**src/include/fbsr_cfg.svh**
```systemverilog
/*
 constants for the four-stage shift register: width, fifo depth,
 reset values. assumes inclusion by bare name from the design files.
*/
`ifndef FBSR_CFG_SVH
`define FBSR_CFG_SVH
// -------------------------------------------------------------------
// sizes and reset values
// -------------------------------------------------------------------
`define FBSR_STAGES 4
`define FBSR_FIFO_DEPTH 4
`define FBSR_STAGE_RESET 4'h0
`endif

```
**src/include/fbsr_pkg.sv**
```systemverilog
/*
 types for the four-stage shift register.
 assumes nothing of its surroundings.
*/
package fbsr_pkg;
    // which operation a sampled clock edge performs
    typedef enum logic [1:0] {
        FBSR_IDLE,
        FBSR_LOAD,
        FBSR_SHIFT
    } fbsr_op_type;
endpackage : fbsr_pkg

```
**src/fbsr_fifo.sv**
```systemverilog
/*
 small fifo with valid/ready on both sides, parameterised width and
 depth. assumes one clock and a synchronous-release reset.
*/
module fbsr_fifo
    import fbsr_pkg::*;
#(
    parameter int WIDTH = 4,
    parameter int DEPTH = 4
) (
    input wire logic clock,
    input wire logic rst_n,
    input wire logic inValid,
    output logic inReady,
    input wire logic [WIDTH-1:0] inData,
    output logic outValid,
    input wire logic outReady,
    output logic [WIDTH-1:0] outData
);
    localparam int AW = (DEPTH > 1) ? $clog2(DEPTH) : 1;
    // refuse sizes the wrap-bit pointers cannot serve
    if (DEPTH < 2 || (DEPTH & (DEPTH - 1)) != 0 || WIDTH < 1)
    begin : g_bad_size
        $error("fifo depth must be a power of two, at least 2");
    end
    // -------------------------------------------------------------------
    // storage and pointers
    // -------------------------------------------------------------------
    logic [WIDTH-1:0] mem [DEPTH];  // word store
    logic [AW:0] wrPtr;  // write pointer with wrap bit
    logic [AW:0] rdPtr;  // read pointer with wrap bit
    logic [AW:0] next_wrPtr;
    logic [AW:0] next_rdPtr;
    logic doWrite;
    logic doRead;
    // full when pointers differ only in wrap bit
    assign inReady = !((wrPtr[AW] != rdPtr[AW]) &&
                       (wrPtr[AW-1:0] == rdPtr[AW-1:0]));
    assign outValid = (wrPtr != rdPtr);
    assign outData = mem[rdPtr[AW-1:0]];
    // next pointer values
    always_comb begin
        doWrite = inValid && inReady;
        doRead = outValid && outReady;
        next_wrPtr = doWrite ? wrPtr + 1'b1 : wrPtr;
        next_rdPtr = doRead ? rdPtr + 1'b1 : rdPtr;
    end
    // register pointers and store word
    always_ff @(posedge clock or negedge rst_n) begin
        if (!rst_n) begin
            wrPtr <= '0;
            rdPtr <= '0;
        end else begin
            wrPtr <= next_wrPtr;
            rdPtr <= next_rdPtr;
        end
    end
    always_ff @(posedge clock) begin
        if (doWrite) begin
            mem[wrPtr[AW-1:0]] <= inData;
        end
    end
endmodule : fbsr_fifo

```
**src/fbsr_shift_reg.sv**
```systemverilog
/*
 four-stage parallel-access shift register with load, right shift and
 left shift by external feedback. two clocks acting on falling edges,
 sampled as ordinary synchronous inputs; the fifo buffers outputs.
 every operation that finds room queues a snapshot; an operation that finds the fifo
 full still acts on the stages and raises a sticky flag.
 assumes every input but arst_n is synchronous to clock.
*/
// How it works
// RULE1: four stages, serial, parallel, mode, two clocks
// RULE2: mode high selects parallel load
// RULE3: load parallel inputs on left clock fall
// RULE4: serial input ignored while loading
// RULE5: mode low shifts right on right fall
// RULE6: first stage takes serial, others shift on
// RULE7: left shift equals load with mode high
// RULE8: outside wires outputs back for left shift
// RULE9: outside may tie both clocks together
// RULE10: outside changes mode with clocks low
// RULE11: mode changes alone never alter stages
// RULE12: unselected clock edges are ignored
`include "fbsr_cfg.svh"
module fbsr_shift_reg
    import fbsr_pkg::*;
#(
    parameter int STAGES = `FBSR_STAGES,
    parameter int FIFO_DEPTH = `FBSR_FIFO_DEPTH
) (
    input wire logic clock,
    input wire logic arst_n,
    input wire logic serial_in,
    input wire logic [STAGES-1:0] parallelIn,
    input wire logic modeSelect,
    input wire logic rightClock,
    input wire logic leftClock,
    output logic [STAGES-1:0] stageOut,
    output logic first_stage_output,
    output logic last_stage_output,
    output logic snapValid,
    input wire logic snapReady,
    output logic [STAGES-1:0] snapData,
    output logic snapOverflow
);
    // the slices below are written for exactly four stages
    if (STAGES != `FBSR_STAGES || FIFO_DEPTH < 2) begin : g_bad_size
        $error("stage count must be four, fifo depth at least two");
    end
    // -------------------------------------------------------------------
    // reset release
    // -------------------------------------------------------------------
    logic rstMeta;  // first release flop
    logic rst_n;  // released reset copy
    // assertion reaches every flop at once; release is retimed here
    // so no flop leaves reset a cycle before its neighbour
    always_ff @(posedge clock or negedge arst_n) begin
        if (!arst_n) begin
            rstMeta <= 1'b0;
            rst_n <= 1'b0;
        end else begin
            rstMeta <= 1'b1;
            rst_n <= rstMeta;
        end
    end
    // -------------------------------------------------------------------
    // edge detection and operation select
    // -------------------------------------------------------------------
    logic rightPrev;  // previous right clock level
    logic leftPrev;  // previous left clock level
    logic rightFall;
    logic leftFall;
    fbsr_op_type op;
    // history resets low, the idle level of both clock pins, so no
    // false fall follows reset; a fall is a high sample then a low one
    assign rightFall = rightPrev && !rightClock;
    assign leftFall = leftPrev && !leftClock;
    // choose operation from mode and selected clock only
    always_comb begin
        if (modeSelect && leftFall) begin
            op = FBSR_LOAD;  // [RULE2] [RULE3] [RULE7] [RULE12]
        end else if (!modeSelect && rightFall) begin
            op = FBSR_SHIFT;  // [RULE5] [RULE12]
        end else begin
            op = FBSR_IDLE;  // mode edges alone hold [RULE11]
        end
    end
    // -------------------------------------------------------------------
    // stage storage
    // -------------------------------------------------------------------
    logic [STAGES-1:0] stages;  // bit 0 is first stage
    logic [STAGES-1:0] next_stages;
    logic fifoReady;
    logic next_overflow;
    // next stage word from the chosen operation; a snapshot that
    // cannot enter the fifo leaves the sticky flag set
    always_comb begin
        next_stages = stages;
        next_overflow = snapOverflow;
        case (op)
            FBSR_LOAD: begin
                next_stages = parallelIn;  // serial unused [RULE4] [RULE1]
            end
            FBSR_SHIFT: begin
                // first takes serial, rest move on [RULE6]
                next_stages = {stages[STAGES-2:0], serial_in};
            end
            default: begin
                next_stages = stages;  // [RULE11]
            end
        endcase
        if (op != FBSR_IDLE && !fifoReady) begin
            next_overflow = 1'b1;  // snapshot dropped, sticky
        end
    end
    // register stages, clock history and the overflow flag
    always_ff @(posedge clock or negedge rst_n) begin
        if (!rst_n) begin
            stages <= `FBSR_STAGE_RESET;
            rightPrev <= 1'b0;
            leftPrev <= 1'b0;
            snapOverflow <= 1'b0;
        end else begin
            stages <= next_stages;
            rightPrev <= rightClock;
            leftPrev <= leftClock;
            snapOverflow <= next_overflow;
        end
    end
    // outputs straight from the stage flops
    assign stageOut = stages;
    assign first_stage_output = stages[0];
    assign last_stage_output = stages[STAGES-1];
    // -------------------------------------------------------------------
    // snapshot fifo of each new stage value
    // -------------------------------------------------------------------
    // the word written is the value the stages take at this edge,
    // so a snapshot always matches what stageOut shows next cycle
    fbsr_fifo #(
        .WIDTH(STAGES),
        .DEPTH(FIFO_DEPTH)
    ) u_fifo (
        .clock(clock),
        .rst_n(rst_n),
        .inValid(op != FBSR_IDLE),
        .inReady(fifoReady),
        .inData(next_stages),
        .outValid(snapValid),
        .outReady(snapReady),
        .outData(snapData)
    );
    // -------------------------------------------------------------------
    // checks
    // -------------------------------------------------------------------
    // a left fall in load mode captures the whole parallel word
    a_load_captures: assert property ( // [RULE3]
        @(posedge clock) disable iff (!rst_n)
        (modeSelect && leftFall) |=> stages == $past(parallelIn))
        else $error("load did not capture parallel inputs");
    // serial level set against the first parallel bit, so a leak
    // into the first stage would show
    a_load_ignores_serial: assert property ( // [RULE4]
        @(posedge clock) disable iff (!rst_n)
        (modeSelect && leftFall && serial_in != parallelIn[0]) |=>
        stages[0] == $past(parallelIn[0]))
        else $error("serial leaked into load");
    // right shift moves every stage one place toward the last
    a_shift_moves: assert property ( // [RULE6]
        @(posedge clock) disable iff (!rst_n)
        (!modeSelect && rightFall) |=> stages[3:1] == $past(stages[2:0])
        && stages[0] == $past(serial_in))
        else $error("right shift wrong");
    // a high serial level reaches the first output after one shift
    a_shift_first_serial: assert property ( // [RULE5]
        @(posedge clock) disable iff (!rst_n)
        (!modeSelect && rightFall && serial_in) |=> first_stage_output)
        else $error("first stage missed serial");
    // no selected fall, no change
    a_idle_holds: assert property ( // [RULE12]
        @(posedge clock) disable iff (!rst_n)
        !(modeSelect && leftFall) && !(!modeSelect && rightFall) |=>
        $stable(stages))
        else $error("stages changed without selected edge");
    // mode change with both clocks low, now and one sample back
    a_mode_edge_holds: assert property ( // [RULE11]
        @(posedge clock) disable iff (!rst_n)
        ($changed(modeSelect) && !leftClock && !rightClock &&
        !leftPrev && !rightPrev) |=> $stable(stages))
        else $error("mode change altered stages");
    // mode rising while either clock stands high leaves stages alone
    a_mode_rise_holds: assert property ( // [RULE11]
        @(posedge clock) disable iff (!rst_n)
        ($rose(modeSelect) && (leftClock || rightClock)) |=>
        $stable(stages))
        else $error("mode rise with a clock high altered stages");
    // fed-back outputs make the load a shift toward the first stage
    a_left_shift_form: assert property ( // [RULE7]
        @(posedge clock) disable iff (!rst_n)
        (modeSelect && leftFall && parallelIn[2:0] == stages[3:1]) |=>
        stages[2:0] == $past(stages[3:1]))
        else $error("left shift form wrong");
    // end outputs follow the stages through a right shift
    a_ends_match: assert property ( // [RULE1]
        @(posedge clock) disable iff (!rst_n)
        (!modeSelect && rightFall) |=>
        last_stage_output == $past(stages[2]) &&
        first_stage_output == $past(serial_in))
        else $error("end outputs disagree with stages");
    // right clock falls are ignored in load mode
    a_mode_high_load: assert property ( // [RULE2]
        @(posedge clock) disable iff (!rst_n)
        (modeSelect && rightFall && !leftFall) |=> $stable(stages))
        else $error("right clock acted in load mode");
    // an accepted load leaves a snapshot waiting
    a_op_snapshot: assert property ( // [RULE3]
        @(posedge clock) disable iff (!rst_n)
        (modeSelect && leftFall && fifoReady) |=> snapValid)
        else $error("load left no snapshot");
    // an operation against a full fifo raises the sticky flag
    a_drop_flags: assert property (
        @(posedge clock) disable iff (!rst_n)
        ((modeSelect && leftFall) || (!modeSelect && rightFall)) &&
        !fifoReady |=> snapOverflow)
        else $error("dropped snapshot not flagged");
endmodule : fbsr_shift_reg

```
**config.mk**
```make
export PLATFORM = sky130hd
export DESIGN_NAME = fbsr_shift_reg
export DESIGN_NICKNAME = d
export VERILOG_FILES = /design/src/include/fbsr_pkg.sv /design/src/fbsr_fifo.sv /design/src/fbsr_shift_reg.sv
export VERILOG_INCLUDE_DIRS = /design/src /design/src/include
export SDC_FILE = /design/constraint.sdc
export NUM_CORES = 1
export LEC_CHECK = 0
export ABC_AREA = 0
export ABC_CLOCK_PERIOD_IN_PS = 1670
export BUFFER_PORTS_ARGS = -buffer_cell sky130_fd_sc_hd__buf_2
export CAP_MARGIN = 20
export CORE_MARGIN = 3
export CORE_UTILIZATION = 30
export CTS_BUF_LIST = sky130_fd_sc_hd__clkbuf_16
export DETAILED_ROUTE_END_ITERATION = 12
export PLACE_DENSITY = 0.56
export SYNTH_ARGS = -nofsm -noshare
export SYNTH_HDL_FRONTEND = slang
export SYNTH_SLANG_ARGS = --single-unit
```
**constraint.sdc**
```tcl
create_clock -name clock -period 1.67 [get_ports clock]
set_input_delay 0.167 -clock clock [delete_from_list [all_inputs] [get_ports clock]]
set_output_delay 0.167 -clock clock [all_outputs]
set_load 0.1 [all_outputs]
```
==> results of run 1 <==
==> cell usage after synthesis <==
library cell / instances / area, sq um
and2_2: 3 / 22.5
xnor2_4: 1 / 27.5
a22oi_1: 4 / 30.0
inv_1: 6 / 22.5
nand3_1: 1 / 5.00
nand3b_1: 2 / 15.0
or3b_4: 1 / 11.3
a41o_2: 1 / 11.3
o21ai_0: 5 / 25.0
edfxtp_1: 16 / 480
dfrtp_1: 15 / 375
a32oi_2: 1 / 16.3
xnor2_1: 4 / 35.0
ha_1: 5 / 62.6
conb_1: 1 / 3.75
xor2_2: 1 / 16.3
nor2_1: 1 / 3.75
and2_4: 1 / 8.76
mux4_1: 4 / 105
nand2_1: 4 / 15.0
buf_4: 3 / 22.5
nor3b_1: 1 / 7.51
mux2_2: 1 / 11.3
xor2_1: 1 / 8.76
==> area by class of cell <==
class	instances	area, sq um	area share
sequential	31	857	0.478
tap	50	62.6	0.0349
timing repair buffer	31	228	0.127
clock inverter	3	38.8	0.0216
inverter	6	22.5	0.0126
multi-input combinational	43	459	0.256
clock buffer	5	125	0.0698
==> registers in the layout, indices dropped and copies added, names as in the netlist <==
name,cells
u_fifo.mem,16
snapOverflow,1
rst_n,1
leftPrev,1
u_fifo.rdPtr,3
stageOut,4
u_fifo.wrPtr,3
rstMeta,1
rightPrev,1
==> per-layer routing <==
| metal | part of all wire | wire length, microns |
|---|---|---|
| met1 | 0.45 | 1170 |
| met4 | 0.022 | 57 |
| met3 | 0.037 | 94 |
| met5 | 0 | 0 |
| met2 | 0.49 | 1250 |
==> worst min path at each step <==
stage / startpoint / to / slack [ps] / cells after the start
finish: leftClock / leftPrev$_DFF_PN0_ / 30 / 1
detailed placement: arst_n / rstMeta$_DFF_PN0_ / -40 / 1
global route: leftClock / leftPrev$_DFF_PN0_ / 20 / 1
floorplan: arst_n / rstMeta$_DFF_PN0_ / -130 / 0
global placement: arst_n / rst_n$_DFF_PN0_ / -50 / 1
CTS: leftClock / leftPrev$_DFF_PN0_ / 20 / 1
==> critical path: cells and delay by family, from the launching register on <==
kind	cells	cell delay [ps]
buffers and inverters	1	210
flip-flops	1	430
multiplexers	1	600
==> cells by family (layout without fill, tap and decap cells) <==
family,count (synthesis),count (layout),synth area share
and+or+nand+nor,14,14,0.0662
muxes,5,5,0.0867
buffers and inverters,9,45,0.0335
other,1,1,0.00279
adders and majority gates,5,5,0.0466
AOI/OAI and AO/OA,11,11,0.0615
xor gates and xnor gates,7,7,0.0652
DFF,31,31,0.637
==> per-stage QoR <==
stage / instances / cell area (sq um) / util / setup slack, ps
global placement: 159 / 1570 / 0.380 / 39.5
CTS: 169 / 1780 / 0.429 / -13.1
floorplan: 83 / 1360 / - / -555
detailed placement: 159 / 1570 / 0.380 / 46.4
global route: 169 / 1790 / 0.433 / -57.3
finish: 169 / 1790 / 0.433 / -4.67
==> what timing repair did <==
item / CTS / global route
gates cloned: 0 / 0
hold endpoints to repair: 2 / 0
resized for setup: 10 / 3
setup endpoints to repair: 5 / 8
buffers inserted: 1 / 0
pin swaps: 0 / 0
hold buffers: 1 / 0
==> results.toml, run 1 <==
[synth]
synthesis.instances = 83
synth.yosys.warnings = 0
synth_area_per_cell_sq_um = 16.2
synth-seq-area-share = 0.637
syn_nets = 99
yosys_register_bits = 31
syn-cell-area_sq_um = 1340
synthDistinctLibCells = 24

[clocking]
cts_max_path_buffers = 2
cts.htree.levels = 2
cts_root_buf = "clkbuf_16"
tritoncts = "done"
number_of_cts_inserted_buffers = 5
clk-insertion-delay-late_ps = 270
clock_pin_transition_on_the_worst_setup_and_hold_timing_paths_ps = 50
cts_num_sinks = 31

[min_path]
hp-class = "primary input to flop"

[detailed_routing]
wl_per_cell_microns = 15.2
route.antenna.remaining_nets = 0
drc = 0
drt-initial-drc-count = 39
finalWirelength_microns = 2570
via_per_inst = 4.55
detailedRoute.firstPassIterationCount = 2
vias = 769

[sta]
rsz_0062_raised_after_global_routing = "true"
final_worst_setup_slack_ps = -4.67
fin_skew_ps = 5.74
fmaxAchievable_ghz = 0.597
finalCriticalPeriod_ps = 1670
fin_crit_sh = 1.00
finalHoldViolCount = 0
setup_violations = 2
maxSlewViolCount = 0
timing_worst_slew_pin_value_ps = 524
setup_total_negative_slack_ps = -6.60
finalHoldWorstSlack_ps = 28.9
relSlewSlack = 0.651

[worst_setup_path]
regToRegEndpoint = "u_fifo.mem[2][1]$_DFFE_PP_"
r2r-start = "u_fifo.rdPtr[0]$_DFFE_PN0P_"
crit_required_ps = 1500
cp_data_arrival_time_ps = 1510
r2r.worst_path.cells = 4
critical-path-slowest-cell = "mux4_1"
critical_path_peak_fanout = 5
timing.critical_path.to = "snapData[2]"
reg2reg_slack_ps = 90
critPathLaunch = "u_fifo.rdPtr[0]$_DFFE_PN0P_"
crit_path_cell_trace = "mux4_1 > buf_6"
crit_path_start_kind = "flop"
critical_path.endpoint_type = "output port"
timing.critical_path.slowest_cell_delay_ps = 600
worstSetupPathType = "flop to output port"

[global_routing]
global_route.usage.met2 = 0.172
number_of_antenna_violations_at_the_first_check_in_global_routing = 0
global_route_wire_length_before_repair_microns = 4250
use_met3 = 0.0413
first_global_vias = 821
maximum_number_of_pins_on_one_net_before_global_route_repair = 14
globalRoute.totalOverflow = 0
globalRouteMet1Util = 0.141
groute.usage.overall = 0.115
top_usage_layer = "met2"

[placed_design]
io_buffer_count = 22
dp_hpwl_microns = 1960
gp_congestion = 0.757

[status]
violations_in_the_final_reports = "negative setup slack"
result_of_the_run = "finished with violations"

[floorplan]
initial_core_util = 0.324
die_area_sq_um = 5310
die_y_microns = 72.9
core_region_area_sq_um = 4140
die_width_microns = 72.9
rows = 23
ios = 23

[final_layout]
synthToLayoutAreaGrowth_pct = 33.6
layout-drive-gt1-share = 0.437
n_antenna_cell = 0
layout.cells.most_common = "buf_2"
fillerInstances = 399
final_cell_mix = "buf_2, edfxtp_1, dfrtp_1"
finish.net_count = 134

[run]
maxCapViolCount = 0
Power of run 1 is not shown: default switching activity piles up to over one toggle a cycle in this logic, so the estimate is an artifact.
==> run 2, diff against run 1 <==
--- a/config.mk
+++ b/config.mk
@@ -14,6 +14,7 @@
 export CORE_UTILIZATION = 30
 export CTS_BUF_LIST = sky130_fd_sc_hd__clkbuf_16
 export DETAILED_ROUTE_END_ITERATION = 12
+export MAX_ROUTING_LAYER = met4
 export PLACE_DENSITY = 0.56
 export SYNTH_ARGS = -nofsm -noshare
 export SYNTH_HDL_FRONTEND = slang
==> run 2 against run 1 <==
  * The flow still finishes with violations (negative setup slack)
  * Maximum frequency hardly changed
  * Clock skew down 0.88 ps
  * Critical path type unchanged
  * Highest routed layer unchanged
  * Cell count unchanged
==> results.toml, run 2 (synthesized netlist as in run 1, its figures left out) <==
[sta]
finalCriticalPeriod_ps = 1670
fmaxAchievable_ghz = 0.598
timing_worst_slew_pin_value_ps = 523
rsz_0062_raised_after_global_routing = "true"
relSlewSlack = 0.651
maxSlewViolCount = 0
fin_crit_sh = 1.00
finalHoldViolCount = 0
fin_skew_ps = 4.86
final_worst_setup_slack_ps = -3.19
setup_violations = 2

[clocking]
number_of_cts_inserted_buffers = 5
cts_max_path_buffers = 2
clk-insertion-delay-late_ps = 270
cts_num_sinks = 31
clock_pin_transition_on_the_worst_setup_and_hold_timing_paths_ps = 50
cts_root_buf = "clkbuf_16"
cts.htree.levels = 2
tritoncts = "done"

[floorplan]
initial_core_util = 0.324
die_y_microns = 72.9
ios = 23
die_area_sq_um = 5310
die_width_microns = 72.9
rows = 23
core_region_area_sq_um = 4140

[worst_setup_path]
crit_path_start_kind = "flop"
cp_data_arrival_time_ps = 1510
crit_required_ps = 1500
worstSetupPathType = "flop to output port"
reg2reg_slack_ps = 90
critical_path.endpoint_type = "output port"
critical_path_peak_fanout = 5

[global_routing]
global_route_wire_length_before_repair_microns = 4240
first_global_vias = 824
maximum_number_of_pins_on_one_net_before_global_route_repair = 14
number_of_antenna_violations_at_the_first_check_in_global_routing = 0
groute.usage.overall = 0.118
globalRoute.totalOverflow = 0

[final_layout]
synthToLayoutAreaGrowth_pct = 33.6
layout.cells.most_common = "buf_2"
largest_register_ff_count = 16
post_layout_nonfiller_instances = 169
final_cell_mix = "buf_2, edfxtp_1, dfrtp_1"
layout-drive-gt1-share = 0.437
n_antenna_cell = 0
finish.net_count = 134
fillerInstances = 399

[placed_design]
gp_congestion = 0.767
io_buffer_count = 22
dp_hpwl_microns = 1960
dpl.cell_count = 159

[detailed_routing]
vias = 757
drt-initial-drc-count = 43
finalWirelength_microns = 2580
wl_per_cell_microns = 15.2
route.antenna.remaining_nets = 0
detailedRoute.firstPassIterationCount = 3
via_per_inst = 4.48
drc = 0

[status]
result_of_the_run = "finished with violations"
violations_in_the_final_reports = "negative setup slack"

[min_path]
hp-class = "primary input to flop"

[run]
maxCapViolCount = 0
==> run 2: cell counts in the layout (fill, tap and decap cells not counted) <==
No cell type changed its count.
==> run 2: final timing paths <==
check,endpoint,from,depth (start not counted)
worst min register to register,stageOut[2]$_DFF_PN0_,rst_n$_DFF_PN0_,0
max in group asynchronous,u_fifo.rdPtr[0]$_DFFE_PN0P_,rst_n$_DFF_PN0_,0
worst max-delay path,snapData[2],u_fifo.rdPtr[0]$_DFFE_PN0P_,2
worst max register to register,u_fifo.mem[2][1]$_DFFE_PP_,u_fifo.rdPtr[0]$_DFFE_PN0P_,4
worst min-delay path,leftPrev$_DFF_PN0_,leftClock,1
min in group asynchronous,rstMeta$_DFF_PN0_,arst_n,2
==> run 2: layer usage <==
metal  GRT usage  part of all wire  wire [microns]  vias to the layer above
met4      0.0676             0.029              74                        0
met1       0.139              0.45            1160                      369
met3      0.0413             0.036              92                        7
li1            -                 -               -                      367
met5           -                 0               0                        -
met2       0.173              0.49            1250                       14
==> run 2: worst max-delay path, stage by stage, from the launching register on <==
cell and delay (ps):
dfrtp_2 430, mux4_1 600, buf_6 210
==> run 2: final cells by class <==
cell class | count | area [sq um] | area share
Tap cell | 50 | 62.6 | 0.0349
Clock inverter | 3 | 38.8 | 0.0216
Timing Repair Buffer | 31 | 228 | 0.127
Clock buffer | 5 | 125 | 0.0698
Inverter | 6 | 22.5 | 0.0126
Sequential cell | 31 | 857 | 0.478
Multi-Input combinational cell | 43 | 459 | 0.256
==> run 2: per-stage QoR <==
stage               area, sq um   util  setup WS (ps)  hold slack, ps  setup TNS [ps]
global route               1790  0.433          -57.3            22.2            -183
floorplan                  1360      -           -555            -129           -1270
CTS                        1780  0.429          -13.1            21.8           -34.4
global placement           1570  0.380           39.5           -48.9               0
finish                     1790  0.433          -3.19            27.7           -3.67
detailed placement         1570  0.380           46.4           -44.4               0
==> run 2: timing repair <==
| action | 4_1_cts | 5_1_grt |
|---|---|---|
| gates resized for setup | 10 | 3 |
| hold buffers | 1 | 0 |
| pin swaps | 0 | 0 |
| hold endpoints to repair | 2 | 0 |
| setup endpoints to repair | 5 | 4 |
| buffers inserted | 1 | 0 |
Power of run 2 is left out for the same reason.
==> run 3, diff against run 2 <==
--- a/config.mk
+++ b/config.mk
@@ -7,7 +7,7 @@
 export NUM_CORES = 1
 export LEC_CHECK = 0
 export ABC_AREA = 0
-export ABC_CLOCK_PERIOD_IN_PS = 1670
+export ABC_CLOCK_PERIOD_IN_PS = 1900
 export BUFFER_PORTS_ARGS = -buffer_cell sky130_fd_sc_hd__buf_2
 export CAP_MARGIN = 20
 export CORE_MARGIN = 3
==> constraint.sdc (replaced) <==
create_clock -name clock -period 1.9 [get_ports clock]
set_input_delay 0.19 -clock clock [delete_from_list [all_inputs] [get_ports clock]]
set_output_delay 0.19 -clock clock [all_outputs]
set_load 0.1 [all_outputs]
==> run 3 against run 2 <==
  * The flow now finishes without violations
  * Global-route usage down 0.92 points
  * Flip-flop and latch count unchanged
  * Final area is 4.1% lower
  * Worst setup slack gained 83 ps
  * Sequential share of layout area up 2.1 points
  * Clock skew shrank 0.75 ps
  * Register-to-register slack gained 100 ps
  * Worst hold slack gained 22 ps
  * Non-clock buffer count fell by 5
  * Die area did not move
  * Cell count down 3.0%
==> results.toml, run 3 (synthesized netlist as in run 1, its figures left out) <==
[clocking]
cts_max_path_buffers = 2
cts_root_buf = "clkbuf_16"
cts.htree.levels = 2
number_of_cts_inserted_buffers = 5
clk-insertion-delay-late_ps = 270
clock_pin_transition_on_the_worst_setup_and_hold_timing_paths_ps = 50
cts_num_sinks = 31
tritoncts = "done"

[run]
maxCapViolCount = 0

[floorplan]
core_region_area_sq_um = 4140
die_width_microns = 72.9
die_area_sq_um = 5310
die_y_microns = 72.9
ios = 23
rows = 23
initial_core_util = 0.324

[global_routing]
top_usage_layer = "met2"
globalRouteMet1Util = 0.124
use_met3 = 0.0468
first_global_vias = 781
groute.usage.overall = 0.108
globalRoute.totalOverflow = 0
global_route_wire_length_before_repair_microns = 3910
number_of_antenna_violations_at_the_first_check_in_global_routing = 0
global_route.usage.met2 = 0.153
maximum_number_of_pins_on_one_net_before_global_route_repair = 14

[detailed_routing]
drt-initial-drc-count = 23
wl_per_cell_microns = 14.7
vias = 767
drc = 0
via_per_inst = 4.68
finalWirelength_microns = 2420
detailedRoute.firstPassIterationCount = 4
route.antenna.remaining_nets = 0

[final_layout]
finish.net_count = 129
layout-drive-gt1-share = 0.395
layout.cells.most_common = "buf_2"
final_cell_mix = "buf_2, edfxtp_1, dfrtp_1, inv_1"
synthToLayoutAreaGrowth_pct = 28.1
largest_register_ff_count = 16
n_antenna_cell = 0
fillerInstances = 388

[sta]
finalCriticalPeriod_ps = 1820
fin_skew_ps = 4.11
rsz_0062_raised_after_global_routing = "false"
finalHoldWorstSlack_ps = 50.2
setup_violations = 0
finalHoldViolCount = 0
timing_worst_slew_pin_value_ps = 729
fmaxAchievable_ghz = 0.549
fin_crit_sh = 0.958
relSlewSlack = 0.509
final_worst_setup_slack_ps = 79.4
maxSlewViolCount = 0

[placed_design]
post-place-ws_ps = 165
gp_congestion = 0.764
io_buffer_count = 22
dp_hpwl_microns = 1800

[worst_setup_path]
worstSetupPathType = "flop to output port"
crit_path_cell_trace = "mux4_1 > buf_2"
crit_path_start_kind = "flop"
cpLargestDelayFamily = "multiplexers"
timing.critical_path.slowest_cell_delay_ps = 580
critical-path-slowest-cell = "mux4_1"
crit_buf_inv = 1
crit_required_ps = 1710
critical_path.endpoint_type = "output port"
critical_path_peak_fanout = 6
cp_data_arrival_time_ps = 1630

[min_path]
hp-class = "primary input to flop"

[status]
result_of_the_run = "completed"
-- run 3: cell type report --
type | instances | area (sq um) | area share
clock inverter | 3 | 38.8 | 0.0226
multi-input combinational | 43 | 455 | 0.265
sequential | 31 | 857 | 0.499
tap | 50 | 62.6 | 0.0364
inverter | 6 | 22.5 | 0.0131
timing repair buffer | 26 | 158 | 0.0917
clock buffer | 5 | 125 | 0.0728
-- run 3: path summary, 6_finish.rpt --
kind	start	endpoint	slack, ps	depth (start not counted)
setup / recovery	u_fifo.rdPtr[0]$_DFFE_PN0P_	snapData[1]	80	2
hold / removal	leftClock	leftPrev$_DFF_PN0_	50	1
min in group asynchronous	rst_n$_DFF_PN0_	leftPrev$_DFF_PN0_	230	0
hold reg to reg	rst_n$_DFF_PN0_	leftPrev$_DFF_PN0_	230	0
setup reg to reg	u_fifo.rdPtr[0]$_DFFE_PN0P_	u_fifo.mem[2][3]$_DFFE_PP_	190	4
max in group asynchronous	rst_n$_DFF_PN0_	u_fifo.rdPtr[0]$_DFFE_PN0P_	1280	0
-- run 3: routing by layer --
metal,share of wire,routed length [microns]
met2,0.47,1120
met1,0.44,1060
met5,0,0
met4,0.043,104
met3,0.053,127
-- run 3: repair_timing --
item | 4_1_cts | 5_1_grt
buffers inserted | 0 | 1
resized for setup | 1 | 1
hold buffers | 1 | 0
endpoints found under the setup margin | 4 | 5
endpoints found under the hold margin | 2 | 0
-- run 3: metrics by stage --
step                      cell area, sq um  TNS, ps  cells   util
after floorplan                       1360     -578     83      -
after global placement                1520        0    154  0.367
after detailed placement              1520        0    154  0.367
after CTS                             1700        0    163  0.409
after global routing                  1720        0    164  0.415
final                                 1720        0    164  0.415
Power of run 3 is left out for the same reason.
